$ cat src/i2cms_params.svh
`ifndef I2CMS_PARAMS_SVH
`define I2CMS_PARAMS_SVH

// Register byte offsets
`define I2CMS_OFS_CTRL 5'h00
`define I2CMS_OFS_OWNADDR 5'h04
`define I2CMS_OFS_STATUS 5'h08
`define I2CMS_OFS_MASK 5'h0c
`define I2CMS_OFS_CONFIG 5'h10

// Control register field positions
`define I2CMS_BIT_MST 5
`define I2CMS_BIT_TRS 4
`define I2CMS_BIT_RATE_SELECT_TOP 3

// Status and mask field positions
`define I2CMS_BIT_ARBLOST 0
`define I2CMS_BIT_ADDRMATCH 1
`define I2CMS_BIT_OVERRUN 2

// Config register field positions
`define I2CMS_BIT_SYNCFMT 0

// Reset values
`define I2CMS_RST_CTRL 8'h00
`define I2CMS_RST_OWNADDR 7'h00
`define I2CMS_RST_MASK 3'h0
`define I2CMS_RST_CONFIG 1'b0

// Data setup hold in system cycles
`define I2CMS_SETUP_CYC_LO 10
`define I2CMS_SETUP_CYC_HI 20

// Cycles from clock release until the synchronised level shows it high
`define I2CMS_STRETCH_LAG 6

// Division ratios, top rate-select bit low
`define I2CMS_DIV_0_0 28
`define I2CMS_DIV_0_1 40
`define I2CMS_DIV_0_2 48
`define I2CMS_DIV_0_3 64
`define I2CMS_DIV_0_4 168
`define I2CMS_DIV_0_5 100
`define I2CMS_DIV_0_6 112
`define I2CMS_DIV_0_7 128

// Division ratios, top rate-select bit high
`define I2CMS_DIV_1_0 56
`define I2CMS_DIV_1_1 80
`define I2CMS_DIV_1_2 96
`define I2CMS_DIV_1_3 128
`define I2CMS_DIV_1_4 336
`define I2CMS_DIV_1_5 200
`define I2CMS_DIV_1_6 224
`define I2CMS_DIV_1_7 256

`endif

$ cat src/i2cms_end.sv
`timescale 1ns/1ns

$ cat src/i2cms_pkg.sv
package i2cms_pkg;
	typedef enum logic [1:0] {
		I2CMS_SLAVE_RX = 2'h0,
		I2CMS_SLAVE_TX = 2'h1,
		I2CMS_MASTER_RX = 2'h2,
		I2CMS_MASTER_TX = 2'h3
	} i2cms_mode_type;

	typedef enum logic [1:0] {
		I2CMS_DIV_IDLE,
		I2CMS_DIV_LOW,
		I2CMS_DIV_HIGH
	} i2cms_div_state_type;
endpackage

$ cat src/i2cms_rate_div.sv
`timescale 1ns/1ns
`include "i2cms_params.svh"
module i2cms_rate_div (
	input wire logic mclk,
	input wire logic rst,
	input wire logic enable,
	input wire logic [3:0] rate_sel,
	input wire logic scl_level,
	output logic scl_low,
	output logic period_tick
);
	i2cms_pkg::i2cms_div_state_type state_q;
	logic [8:0] cnt_q;
	logic [8:0] ratio;
	logic [8:0] half;

	function automatic logic [8:0] div_ratio(input logic [3:0] sel);
		case (sel)
			4'h0: div_ratio = 9'(`I2CMS_DIV_0_0);
			4'h1: div_ratio = 9'(`I2CMS_DIV_0_1);
			4'h2: div_ratio = 9'(`I2CMS_DIV_0_2);
			4'h3: div_ratio = 9'(`I2CMS_DIV_0_3);
			4'h4: div_ratio = 9'(`I2CMS_DIV_0_4);
			4'h5: div_ratio = 9'(`I2CMS_DIV_0_5);
			4'h6: div_ratio = 9'(`I2CMS_DIV_0_6);
			4'h7: div_ratio = 9'(`I2CMS_DIV_0_7);
			4'h8: div_ratio = 9'(`I2CMS_DIV_1_0);
			4'h9: div_ratio = 9'(`I2CMS_DIV_1_1);
			4'ha: div_ratio = 9'(`I2CMS_DIV_1_2);
			4'hb: div_ratio = 9'(`I2CMS_DIV_1_3);
			4'hc: div_ratio = 9'(`I2CMS_DIV_1_4);
			4'hd: div_ratio = 9'(`I2CMS_DIV_1_5);
			4'he: div_ratio = 9'(`I2CMS_DIV_1_6);
			default: div_ratio = 9'(`I2CMS_DIV_1_7);
		endcase
	endfunction

	assign ratio = div_ratio(rate_sel);
	assign half = {1'b0, ratio[8:1]};

	// Low half, then high half; high half waits while the bus holds clock low
	always_ff @(posedge mclk) begin
		period_tick <= 1'b0;
		if (rst || !enable) begin
			state_q <= i2cms_pkg::I2CMS_DIV_IDLE;
			cnt_q <= 9'h000;
			scl_low <= 1'b0;
		end else begin
			case (state_q)
				i2cms_pkg::I2CMS_DIV_IDLE: begin
					state_q <= i2cms_pkg::I2CMS_DIV_LOW;
					cnt_q <= 9'h001;
					scl_low <= 1'b1;
				end
				i2cms_pkg::I2CMS_DIV_LOW: begin
					if (cnt_q >= half) begin
						state_q <= i2cms_pkg::I2CMS_DIV_HIGH;
						scl_low <= 1'b0;
					end
					cnt_q <= cnt_q + 9'h001;
				end
				i2cms_pkg::I2CMS_DIV_HIGH: begin
					if (cnt_q > half + 9'(`I2CMS_STRETCH_LAG) && !scl_level) begin
						cnt_q <= cnt_q;
					end else if (cnt_q >= ratio) begin
						state_q <= i2cms_pkg::I2CMS_DIV_LOW;
						cnt_q <= 9'h001;
						scl_low <= 1'b1;
						period_tick <= 1'b1;
					end else begin
						cnt_q <= cnt_q + 9'h001;
					end
				end
				default: begin
					state_q <= i2cms_pkg::I2CMS_DIV_IDLE;
					scl_low <= 1'b0;
				end
			endcase
		end
	end
endmodule

$ cat src/i2cms_setup_hold.sv
`timescale 1ns/1ns
`include "i2cms_params.svh"
module i2cms_setup_hold (
	input wire logic mclk,
	input wire logic rst,
	input wire logic start,
	input wire logic long_hold,
	output logic busy
);
	localparam logic [4:0] CYC_LO = 5'(`I2CMS_SETUP_CYC_LO);
	localparam logic [4:0] CYC_HI = 5'(`I2CMS_SETUP_CYC_HI);
	logic [4:0] cnt_q;

	// Holds busy for exactly the selected number of cycles
	always_ff @(posedge mclk) begin
		if (rst) begin
			cnt_q <= 5'h00;
			busy <= 1'b0;
		end else if (start) begin
			cnt_q <= (long_hold ? CYC_HI : CYC_LO) - 5'h01;
			busy <= 1'b1;
		end else if (cnt_q != 5'h00) begin
			cnt_q <= cnt_q - 5'h01;
		end else begin
			busy <= 1'b0;
		end
	end
endmodule

$ cat src/i2cms_top.sv
// Register access over Avalon-MM and the address map are this design's own decisions.
`timescale 1ns/1ns
`include "i2cms_params.svh"
// What this block does
// - Arbitration loss outside synchronous format clears master and transmit bits
// - Own address with read bit, as slave receiver outside synchronous format, sets transmit
// - Synchronous-format overrun as master clears master
// - Synchronous format drives clock only as master
// - Master and transmit bits encode four modes
// - Slave transmit setup hold 10 or 20
// - Top bit low: divide by 28..168
// - Top bit high: divide by 56..336
// - Reset clears direction and rate bits
module i2cms_top (
	input wire logic mclk,
	input wire logic rst,
	input wire logic [4:0] avs_address,
	input wire logic avs_read,
	input wire logic avs_write,
	input wire logic [31:0] avs_writedata,
	input wire logic [3:0] avs_byteenable,
	output logic [31:0] avs_readdata,
	output logic avs_waitrequest,
	output logic irq,
	input wire logic arb_lost,
	input wire logic overrun_err,
	input wire logic addr_byte_valid,
	input wire logic [7:0] addr_byte,
	input wire logic scl_in,
	output logic scl_o,
	output logic scl_oe,
	output logic [1:0] mode,
	output logic rate_tick
);
	logic mst_q;
	logic trs_q;
	logic [3:0] cks_q;
	logic [1:0] ctrl_hi_q;
	logic [6:0] own_addr_q;
	logic [2:0] status_q;
	logic [2:0] status_d;
	logic [2:0] mask_q;
	logic sync_fmt_q;
	logic [31:0] rdata_d;
	logic wr_take;
	logic wr_lo;
	logic scl_meta_q;
	logic scl_s2_q;
	logic scl_s3_q;
	logic scl_level_q;
	logic scl_fall;
	logic div_low;
	logic hold_busy;
	logic addr_hit;
	logic arb_hit;
	logic ovr_hit;
	logic setup_start;

	// Bus slave: one wait cycle, then the access completes
	assign wr_take = avs_write && !avs_waitrequest;
	assign wr_lo = wr_take && avs_byteenable[0];

	always_ff @(posedge mclk) begin
		if (rst) begin
			avs_waitrequest <= 1'b1;
		end else if ((avs_read || avs_write) && avs_waitrequest) begin
			avs_waitrequest <= 1'b0;
		end else begin
			avs_waitrequest <= 1'b1;
		end
	end

	always_comb begin
		rdata_d = 32'h0000_0000;
		case (avs_address)
			`I2CMS_OFS_CTRL: rdata_d[7:0] = {ctrl_hi_q, mst_q, trs_q, cks_q};
			`I2CMS_OFS_OWNADDR: rdata_d[7:0] = {own_addr_q, 1'b0};
			`I2CMS_OFS_STATUS: rdata_d[2:0] = status_q;
			`I2CMS_OFS_MASK: rdata_d[2:0] = mask_q;
			`I2CMS_OFS_CONFIG: rdata_d[2:0] = {hold_busy, div_low, sync_fmt_q};
			default: rdata_d = 32'h0000_0000;
		endcase
	end

	always_ff @(posedge mclk) begin
		if (rst) begin
			avs_readdata <= 32'h0000_0000;
		end else if (avs_read && avs_waitrequest) begin
			avs_readdata <= rdata_d;
		end
	end

	// Hardware events qualified by mode and format
	assign arb_hit = arb_lost && mst_q && !sync_fmt_q;
	assign ovr_hit = overrun_err && mst_q && sync_fmt_q;
	assign addr_hit = addr_byte_valid && !mst_q && !trs_q && !sync_fmt_q &&
		(addr_byte[7:1] == own_addr_q) && addr_byte[0];

	// Master select: hardware clears win over a software write
	always_ff @(posedge mclk) begin
		if (rst) begin
			mst_q <= 1'(`I2CMS_RST_CTRL >> `I2CMS_BIT_MST);
		end else if (arb_hit) begin
			mst_q <= 1'b0;
		end else if (ovr_hit) begin
			mst_q <= 1'b0;
		end else if (wr_lo && avs_address == `I2CMS_OFS_CTRL) begin
			mst_q <= avs_writedata[`I2CMS_BIT_MST];
		end
	end

	// Transmit direction; software is expected to write it between frames
	always_ff @(posedge mclk) begin
		if (rst) begin
			trs_q <= 1'b0;
		end else if (arb_hit) begin
			trs_q <= 1'b0;
		end else if (addr_hit) begin
			trs_q <= 1'b1;
		end else if (wr_lo && avs_address == `I2CMS_OFS_CTRL) begin
			trs_q <= avs_writedata[`I2CMS_BIT_TRS];
		end
	end

	// Rate select and spare control bits
	always_ff @(posedge mclk) begin
		if (rst) begin
			cks_q <= 4'h0;
			ctrl_hi_q <= 2'h0;
		end else if (wr_lo && avs_address == `I2CMS_OFS_CTRL) begin
			cks_q <= avs_writedata[3:0];
			ctrl_hi_q <= avs_writedata[7:6];
		end
	end

	always_ff @(posedge mclk) begin
		if (rst) begin
			own_addr_q <= `I2CMS_RST_OWNADDR;
			mask_q <= `I2CMS_RST_MASK;
			sync_fmt_q <= `I2CMS_RST_CONFIG;
		end else if (wr_lo) begin
			if (avs_address == `I2CMS_OFS_OWNADDR) begin
				own_addr_q <= avs_writedata[7:1];
			end
			if (avs_address == `I2CMS_OFS_MASK) begin
				mask_q <= avs_writedata[2:0];
			end
			if (avs_address == `I2CMS_OFS_CONFIG) begin
				sync_fmt_q <= avs_writedata[`I2CMS_BIT_SYNCFMT];
			end
		end
	end

	// Sticky status, write one to clear, a new event wins
	always_comb begin
		status_d = status_q;
		if (wr_lo && avs_address == `I2CMS_OFS_STATUS) begin
			status_d = status_q & ~avs_writedata[2:0];
		end
		if (arb_hit) begin
			status_d[`I2CMS_BIT_ARBLOST] = 1'b1;
		end
		if (addr_hit) begin
			status_d[`I2CMS_BIT_ADDRMATCH] = 1'b1;
		end
		if (ovr_hit) begin
			status_d[`I2CMS_BIT_OVERRUN] = 1'b1;
		end
	end

	always_ff @(posedge mclk) begin
		if (rst) begin
			status_q <= 3'h0;
		end else begin
			status_q <= status_d;
		end
	end

	always_ff @(posedge mclk) begin
		if (rst) begin
			irq <= 1'b0;
		end else begin
			irq <= |(status_q & mask_q);
		end
	end

	// Clock pin synchroniser; level moves once stages two and three agree
	always_ff @(posedge mclk) begin
		if (rst) begin
			scl_meta_q <= 1'b1;
			scl_s2_q <= 1'b1;
			scl_s3_q <= 1'b1;
			scl_level_q <= 1'b1;
		end else begin
			scl_meta_q <= scl_in;
			scl_s2_q <= scl_meta_q;
			scl_s3_q <= scl_s2_q;
			if (scl_s2_q == scl_s3_q) begin
				scl_level_q <= scl_s3_q;
			end
		end
	end

	assign scl_fall = scl_level_q && (scl_s2_q == scl_s3_q) && !scl_s3_q;
	assign setup_start = scl_fall && !mst_q && trs_q;

	i2cms_rate_div u_div (
		.mclk(mclk),
		.rst(rst),
		.enable(mst_q),
		.rate_sel(cks_q),
		.scl_level(scl_level_q),
		.scl_low(div_low),
		.period_tick(rate_tick)
	);

	i2cms_setup_hold u_hold (
		.mclk(mclk),
		.rst(rst),
		.start(setup_start),
		.long_hold(cks_q[`I2CMS_BIT_RATE_SELECT_TOP]),
		.busy(hold_busy)
	);

	// Clock pin drive: master phases, or slave setup hold
	always_ff @(posedge mclk) begin
		if (rst) begin
			scl_o <= 1'b0;
			scl_oe <= 1'b0;
		end else begin
			scl_o <= 1'b0;
			if (mst_q) begin
				scl_oe <= div_low;
			end else begin
				scl_oe <= (setup_start || hold_busy) && trs_q && !sync_fmt_q;
			end
		end
	end

	assign mode = {mst_q, trs_q};
endmodule

$ cat config.mk
export PLATFORM = sky130hd
export DESIGN_NAME = i2cms_top
export DESIGN_NICKNAME = d
export VERILOG_FILES = /design/src/i2cms_end.sv /design/src/i2cms_pkg.sv /design/src/i2cms_rate_div.sv /design/src/i2cms_setup_hold.sv /design/src/i2cms_top.sv
export VERILOG_INCLUDE_DIRS = /design/src
export SDC_FILE = /design/constraint.sdc
export NUM_CORES = 1
export LEC_CHECK = 0
export ABC_AREA = 1
export ABC_CLOCK_PERIOD_IN_PS = 2170
export CORE_UTILIZATION = 55
export DETAILED_ROUTE_END_ITERATION = 10
export DONT_BUFFER_PORTS = 1
export GPL_TIMING_DRIVEN = 1
export PLACE_DENSITY = 0.73
export RECOVER_POWER = 25
export SLEW_MARGIN = 20
export SYNTH_ARGS = -nofsm -noshare
export SYNTH_HDL_FRONTEND = slang
export SYNTH_SLANG_ARGS = --single-unit
$ cat constraint.sdc
create_clock -name mclk -period 2.17 [get_ports mclk]
set_input_delay 0.434 -clock mclk [delete_from_list [all_inputs] [get_ports mclk]]
set_output_delay 0.434 -clock mclk [all_outputs]
set_load 0.005 [all_outputs]
### After elaboration in Yosys (flattened, before gate mapping)

Memories as Yosys holds them, arrays and structs flattened. A register that Yosys moved wholly into a read port is not among the register bits.
Cells that the tools add are included.

| storage, ports and cells | value |
|---|---|
| output and inout port bits | 39 |
| word-level logic and storage cells | 126 |
| memories | 1 |
| memory bits (read-only) | 112 |
| register bits | 56 |
| input bits | 57 |

| cells by class | value |
|---|---|
| add/subtract/negate cells | 4 |
| bitwise logic cells | 4 |
| magnitude comparators | 3 |
| multiplexer cells | 29 |
| reduce and logical (&&, ||, !) cells | 49 |
| eq/ne operators | 12 |

Memory list:

| memory | depth | bits a word | read ports | clocked after memory_dff | wr ports | RTL line | source |
|---|---|---|---|---|---|---|---|
| (no name shown) | 16 | 7 | 1 | 1 | 0 | i2cms_rate_div.sv:18 | `case (sel)` |

Operator list:

| cell | number |
|---|---|
| $pmux 9 s3 | 1 |
| $logic_and 1x1->1 | 22 |
| $mux 9 | 2 |
| $mux 5 | 3 |
| $pmux 3 s5 | 1 |
| $mux 1 | 13 |
| $eq 5x4->1 const B | 2 |
| $pmux 5 s2 | 1 |
| $reduce_bool 2->1 | 5 |
| $sub 5x1->5 const B | 2 |
| $add 8x3->9 const B | 1 |
| $add 9x1->9 const B | 1 |
| $ge 9x8->1 | 1 |
| $ge 9x9->1 | 1 |
| $gt 9x9->1 | 1 |
| $reduce_or 3->1 | 3 |
| $mux 4 | 2 |
| $reduce_and 2->1 | 4 |
| $eq 7x7->1 | 1 |
| $and 3x3->3 | 2 |
| $logic_not 1->1 | 6 |
| $mux 2 | 3 |
| $pmux 2 s3 | 1 |
| $eq 5x3->1 const B | 1 |
| 17 further kinds | 21 |

### Logic depth before layout (Yosys ltp)

Gate-level depths: netlist (run 1).

| logic depth | value |
|---|---|
| depth in word-level cells | 9 |
| mapped depth | 17 |
| mapped depth without buffers | 17 |

### By module

A second synthesis (run 1) with hierarchy kept.

| unflattened totals | value |
|---|---|
| cells, all modules | 554 |
| area, all modules | 3881.2 sq um |

Modules (own cells, without submodules):

| module | area an instance (sq um) | instances | seq. area each (sq um) | cells each |
|---|---|---|---|---|
| i2cms_top | 1945.6 | 1 | 740.7 | 264 |
| i2cms_rate_div | 1636.6 | 1 | 260.2 | 243 |
| i2cms_setup_hold | 299.0 | 1 | 120.1 | 47 |

### Least setup slack after synthesis (run 1)

No wires, ideal clock.

| path | value |
|---|---|
| path type | reg2reg |
| start point | register u_div.ratio[2] (netlist name) |
| end point | register u_div.cnt_q[1] |
| stages on the path, launching flop included | 17 |
| library setup time | 70 ps |
| arrival | 2223 ps |
| setup slack | -123 ps |
| clock period less this slack | 2293 ps |
| path buffers | 0 |
| data required time | 2100 ps |
| cells stage by stage | dfxtp_1 -> inv_1 -> ha_1 -> nor2_1 -> nand2_1 -> nor3_1 -> xor2_1 -> ha_1 -> nand2_1 -> nor2_1 -> a21oi_1 -> nand2_1 -> nand2_1 -> nand2_1 -> nand2_1 -> nand2_1 -> a21oi_1 |

| between the ends | value |
|---|---|
| longest elaborated chain between the ends | 5 |
| elaborated cells on any way between the ends | 9 |
| those cells by class | add/sub (1); order compare (2); eq/ne (1); mux (3); reduce/logical (2) |

Ends and longest elaborated chain:

| what | RTL line | source |
|---|---|---|
| $add 8x3->9 | i2cms_rate_div.sv:63 | `` if (cnt_q > half + 9'(`I2CMS_STRETCH_LAG) && !scl_level) begin `` |
| $gt 9x9->1 | i2cms_rate_div.sv:63 |  |
| $logic_and 1x1->1 | i2cms_rate_div.sv:63 |  |
| $ne 2x2->1 (no line) | -- |  |
| $reduce_and 2->1 (no line) | -- |  |
| to (signal assigned) | i2cms_rate_div.sv:60 | `cnt_q <= cnt_q + 9'h001;` |
| to (signal assigned) | i2cms_rate_div.sv:64 | `cnt_q <= cnt_q;` |
| to (signal assigned) | i2cms_rate_div.sv:71 | `cnt_q <= cnt_q + 9'h001;` |
| to (decl) | i2cms_rate_div.sv:13 | `logic [8:0] cnt_q;` |

Several ways; a longest one is shown, not always the timed one. The select of a mux whose other input is x is not followed.
A chain may end at the register's enable or synchronous reset.

### Worst setup path in the final report (run 1)

| path | value |
|---|---|
| start point | register u_div.ratio[2] (netlist name) |
| end point | register u_div.cnt_q[3] |

| between the ends | value |
|---|---|
| longest elaborated chain between the ends | 5 |
| elaborated cells on any way between the ends | 9 |
| those cells by class | add/sub (1); order compare (2); eq/ne (1); mux (3); reduce/logical (2) |

Ends and longest elaborated chain:

| what | RTL line |
|---|---|
| $add 8x3->9 | i2cms_rate_div.sv:63 |
| $gt 9x9->1 | i2cms_rate_div.sv:63 |
| $logic_and 1x1->1 | i2cms_rate_div.sv:63 |
| $ne 2x2->1 (no line) | -- |
| $reduce_and 2->1 (no line) | -- |

Several ways; a longest one is shown, not always the timed one. The select of a mux whose other input is x is not followed.

==> results of run 1 <==
Yosys cell counts, types with 7 or more instances:
cell      number  area [sq um]
a21oi_1       32         160.2
buf_4         27         202.7
dfxtp_1       63          1261
ha_1          35         437.9
inv_1         83         311.6
nand2_1      108         405.4
nand3_1       36         180.2
nand4_1        7         43.79
nor2_1        62         232.7
nor3_1         7         35.03
o211ai_1      10         75.07
o21ai_0       34         170.2
xor2_1         7         61.31
stage by stage:
stage	setup slack [ns]	setup TNS, ns
4_1_cts	-0.1227	-1.222
3_3_place_gp	-0.1773	-1.867
3_5_place_dp	-0.2670	-2.842
2_1_floorplan	0.0003564	0
5_1_grt	-0.2832	-2.927
6_report	-0.08183	-0.6145
power by group:
group	switching, W	leakage (nW)	internal (W)
clock	0.000496	0.109	0.000683
sequential	0.0000292	0.509	0.00121
combinational	0.000200	1.51	0.000125
cell usage in the layout (no fill, tap or decap), drive strengths merged:
master,count
nand2,111
inv,87
nor2,67
dfxtp,63
o21ai,37
nand3,36
ha,35
a21oi,32
buf,29
conb,25
o211ai,10
clkbuf,10
nor3,10
xor2,7
nand4,7
or2,5
o221ai,4
o21bai,3
o22ai,3
a211oi,2
bufinv,2
clkinvlp,2
nand3b,2
a31o,1
a21o,1
o21a,1
o2111ai,1
nor4,1
clkinv,1
final cells by class:
cell class / count / area [sq um]
fillers: 606 / 2321
flip-flops and latches: 63 / 1264
well taps: 96 / 120.1
clock inverters: 6 / 92.59
inverters: 86 / 325.3
multi-input cells: 401 / 2369
repair buffers: 29 / 240.2
clock buffers: 10 / 137.6
cell families (layout without fill, tap and decap cells):
logic type	count (synthesis)	in the layout
xor gates and xnor gates	7	7
AOI/OAI and AO/OA	95	95
buffers and inverters	120	131
and+or+nand+nor	239	239
DFF	63	63
adders and majority gates	35	35
other	1	25
per-layer routing:
layer	global-route usage (%)	vias to the layer above	part of all wire, %
met5	0	-	0
met4	9.091	0	1.0
met3	8.095	9	5.9
met2	45.31	101	51
met1	29.36	1635	42
li1	-	1825	-
timing repair:
| action | in CTS | in global routing |
|---|---|---|
| setup endpoints to repair | 12 | 14 |
| setup buffers | 2 | 3 |
| pin swaps | 23 | 22 |
| resized for setup | 33 | 19 |
state kept, by name, indices dropped and copies added (netlist names), 2 cells and up:
signal         flops
avs_readdata       8
cks_q              4
ctrl_hi_q          2
mask_q             3
own_addr_q         7
status_q           3
u_div.cnt_q        9
u_div.ratio        7
u_div.state_q      2
u_hold.cnt_q       5
worst paths after layout:
check	startpoint	slack, ns	to	depth (start not counted)
setup / recovery	u_div.ratio[2]	-0.08	u_div.cnt_q[3]	18
hold / removal	rst	0.15	status_q[2]	1
hold reg to reg	scl_meta_q	0.42	scl_s2_q	1
setup reg to reg	u_div.ratio[2]	-0.08	u_div.cnt_q[3]	18
==> metrics, run 1 <==
Synth Instances 560; largest net degree at the start of global routing 24; CP Data Required Time 2.41 ns; XOR/XNOR Fraction of Synth Area 1.553%; Clock Sinks 63; I/O Buffers 0; PwrDens 603.3 nW/um^2; worst-path cell chain inv_4 > ha_4 > nor2_4 > nand2_2 > nor3_2 > xor2_1 > ha_1 > nand2_2 > nor2_2 > nor2_1 > nand2_2 > nand2_2 > nand2_2 > nand2_4 > buf_6 > nand3_2 > nand2_2 > nor2_1; Routed Antenna Nets 0; core area 6869 sq um; drc violations 0; Final Cell Area 4548 sq um; Finished Core Util 66.21%; Synth Area in Simple Gates 27.15%; All-Layer GR Usage 25.75%; adder-cell share of the synthesized area 11.09%; Hold Crit Class in -> reg; outcome complete, but fails checks; Avg Cell Area, Syn 7.051 sq um; CTS Buf Count 9; CP Buf/Inv Count 2; Tot Pwr 0.002744 W; delay-heaviest family, CP simple AND/OR/NAND/NOR gates; drt via density 5.166; Die ar. 7522 sq um; first-pass GRT wire length 15090 um; synth warn 0; Netlist cell types 37; Clk Latency, worst-skew pair 0.35 ns; Longest Clk Path Bufs 2; Leakage Power 2.127 nW; Worst Path Max Fanout 6; multiplexer share of the synthesized area 0%; cell count after placement 670; Seq/Total Area, Yosys 31.94%; vias in the first global route 3427; die width 86.73 um; Arr. time, crit path 2.50 ns; flip-flop cell with the highest count after synthesis dfxtp_1; Routed WL per cell 13.02 um; Relative slew margins 66.98%; post-synthesis cell area 3949 sq um; clock-pin slew on the worst setup and hold paths 0.08 ns; ys async rst share 0%; Layout Skew 0.01075 ns; drt first-iter violations 168; Max Clk Rate 444.1 MHz; final setup fails 11; initial core utilization 57.49%; routed vias 3570; final std cells w/o fill 691; CP max stage delay 0.35 ns; H-Tree Depth 3; Syn-to-layout area delta 15.18%; CTS Root Buffer Type clkbuf_8; Vert. Die Dim 86.73 um; Max-Cap Viols 0; WHS 0.1541 ns; CTS Hold Buffers Added 0; row cnt 30; flops & latches, synth 63; cell mode on critical path nand2_2; Final Slew Violations 0; RePlAce Congestion 0.8614; antenna fix cells 0; dpl cell area 4104 sq um; final hold vios 0; Startpoint Class flop; Slowest-stage cell, CP dfxtp_2; largest family of logic cells by synthesized area simple AND/OR/NAND/NOR gates; total wire length 8997 um; slew of the pin with the lowest slew margin 0.4916 ns; Post-DP HPWL 6746 um; peak supply drop 0.0004624 V; fin nets 682; post-layout min period 2.252 ns; crit path kind reg -> reg; number of synthesized flops with an enable pin 0; violated checks setup timing; io pins 96; share of cells above drive strength 1 17.31%; crit share post-route 103.8%; CP endpoint kind flop; Detailed Routing Iterations Pass 1 5; RSZ-0062 raised after global routing true; initial antenna violation count 0; post-synthesis compound-gate area fraction 13.78%; CTS tree done; total grt overflow 0; Setup WS post-layout -0.08183 ns
Power figures use the tool's default switching activity.
==> run 2: changes to the inputs <==
--- a/config.mk
+++ b/config.mk
@@ -14,6 +14,7 @@
 export GPL_TIMING_DRIVEN = 1
 export PLACE_DENSITY = 0.73
 export RECOVER_POWER = 25
+export SETUP_SLACK_MARGIN = 0.4
 export SLEW_MARGIN = 20
 export SYNTH_ARGS = -nofsm -noshare
 export SYNTH_HDL_FRONTEND = slang
==> run 2 against run 1 <==
  * Cell count rose by 0.29%
  * The flow still finishes with violations (setup timing)
  * Worst setup slack got worse by 0.034 ns
  * Via count is 0.20% higher
  * Critical path depth shrank 1
  * Critical endpoint is now u_div.cnt_q[2]
==> metrics, run 2 (synthesis results as in run 1) <==
CTS Buf Count 9; Largest regs u_div.cnt_q (9), avs_readdata (8); Die ar. 7522 sq um; I/O Buffers 0; routed vias 3577; post-layout min period 2.286 ns; Clock Sinks 63; Leakage Power 2.132 nW; Post-DP HPWL 6624 um; crit share post-route 105.4%; Arr. time, crit path 2.52 ns; slew of the pin with the lowest slew margin 0.7204 ns; Clk Latency, worst-skew pair 0.34 ns; drt first-iter violations 173; Layout fillers 566; first-pass GRT wire length 15540 um; CP endpoint kind flop; max reg flops 9; Placement Setup Slack -0.2484 ns; most flop-heavy register u_div.cnt_q; share of cells above drive strength 1 21.44%; PwrDens 551.8 nW/um^2; initial antenna violation count 0; crit path kind reg -> reg; core area 6869 sq um; Setup WS post-layout -0.1161 ns; Reg area 1274 sq um; Startpoint Class flop; Hold Crit Class in -> reg; Max-Cap Viols 0; total wire length 9274 um; Routed Antenna Nets 0; CP Data Required Time 2.40 ns; hold path startpoint rst; worst r2r src u_div.ratio[3]; Relative slew margins 51.79%; die width 86.73 um; Finished Core Util 67.67%; drc violations 0; total grt overflow 0; initial core utilization 57.49%; Detailed Routing Iterations Pass 1 5; RSZ-0062 raised after global routing true; final setup fails 14; CP Launch Point u_div.ratio[3]; violated checks setup timing; Final Cell Area 4648 sq um; vias in the first global route 3498; Syn-to-layout area delta 17.71%; drt via density 5.162; Tot Pwr 0.002565 W; final hold vios 0; dpl cell area 4130 sq um; RePlAce Congestion 0.9066; CTS Root Buffer Type clkbuf_8; Longest Clk Path Bufs 2; H-Tree Depth 3; peak supply drop 0.0003790 V; largest net degree at the start of global routing 19; Layout Skew 0.01026 ns; commonest non-fill, non-tap cells in the layout 93 x nand2_1, 74 x inv_1, 57 x dfxtp_1, 53 x nor2_1; CTS tree done; Final Slew Violations 0; R2R setup slack -0.12 ns; io pins 96; clock-pin slew on the worst setup and hold paths 0.07 ns; Routed WL per cell 13.38 um; row cnt 30; Worst Path Max Fanout 5; fin nets 685; multi-input logic area 2491 sq um; All-Layer GR Usage 26.39%; outcome complete, but fails checks; antenna fix cells 0; Vert. Die Dim 86.73 um; CTS Hold Buffers Added 0; Max Clk Rate 437.4 MHz; TNS Setup -1.075 ns; most common cell after layout, fill and taps aside nand2_1
## run 2: changes by cell type in the layout (fill, tap and decap cells not counted), moves of 4 or more
cell	change
dfxtp_1	-4
ha_1	-4
inv_1	-5
nand2_4	+5
buf_4	+5
nor2_4	+6
## run 2: power breakdown
group,switching (W),internal [W],leakage (nW)
clock network,0.000460,0.000498,0.0942
registers,0.0000312,0.00121,0.510
logic,0.000213,0.000153,1.53
## run 2: worst max-delay path: stages, from the launching register on
cell     delay [ns]
dfxtp_2        0.33
inv_2          0.05
ha_4           0.16
nor2_4         0.07
nand2_2        0.07
nor3_2         0.17
xor2_1         0.18
ha_1           0.26
nand2_2        0.11
nor2_2         0.04
nor2_2         0.13
nand2_4        0.09
nand2_4        0.08
nand2_4        0.05
nand2_4        0.12
nand2_4        0.09
nand2_4        0.12
nor2_1         0.05
## run 2: final timing paths
kind / end / depth (start not counted)
worst max-delay path: u_div.cnt_q[2] / 17
worst min-delay path: avs_readdata[2] / 1
worst max register to register: u_div.cnt_q[2] / 17
worst min register to register: scl_s2_q / 1
## run 2: per-layer routing
metal / track usage, % / vias up / wire length [um]
met5: 0 / - / 0
met3: 5.238 / 27 / 464
met2: 45.09 / 108 / 4511
met4: 11.67 / 0 / 247
li1: - / 1828 / -
met1: 32.15 / 1614 / 4050
## run 2: cell type report
cell class              count  area share [%]
clock buffers              12           3.553
clock inverters             3          0.3769
inverters                  86           7.160
multi-input cells         401           53.59
flip-flops and latches     63           27.40
well taps                  96           2.584
repair buffers             32           5.330
## run 2: stage by stage
stage          std cells  hold WS, ns
2_1_floorplan        584       0.3895
3_3_place_gp         661       0.3924
3_5_place_dp         661       0.3996
4_1_cts              687       0.1504
5_1_grt              693       0.1520
6_report             693       0.1621
## run 2: timing repair
item | CTS | global route
pin swaps | 19 | 29
setup endpoints to repair | 22 | 22
setup buffers | 11 | 6
gates resized for setup | 28 | 41
endpoints found under the hold margin | 0 | 0
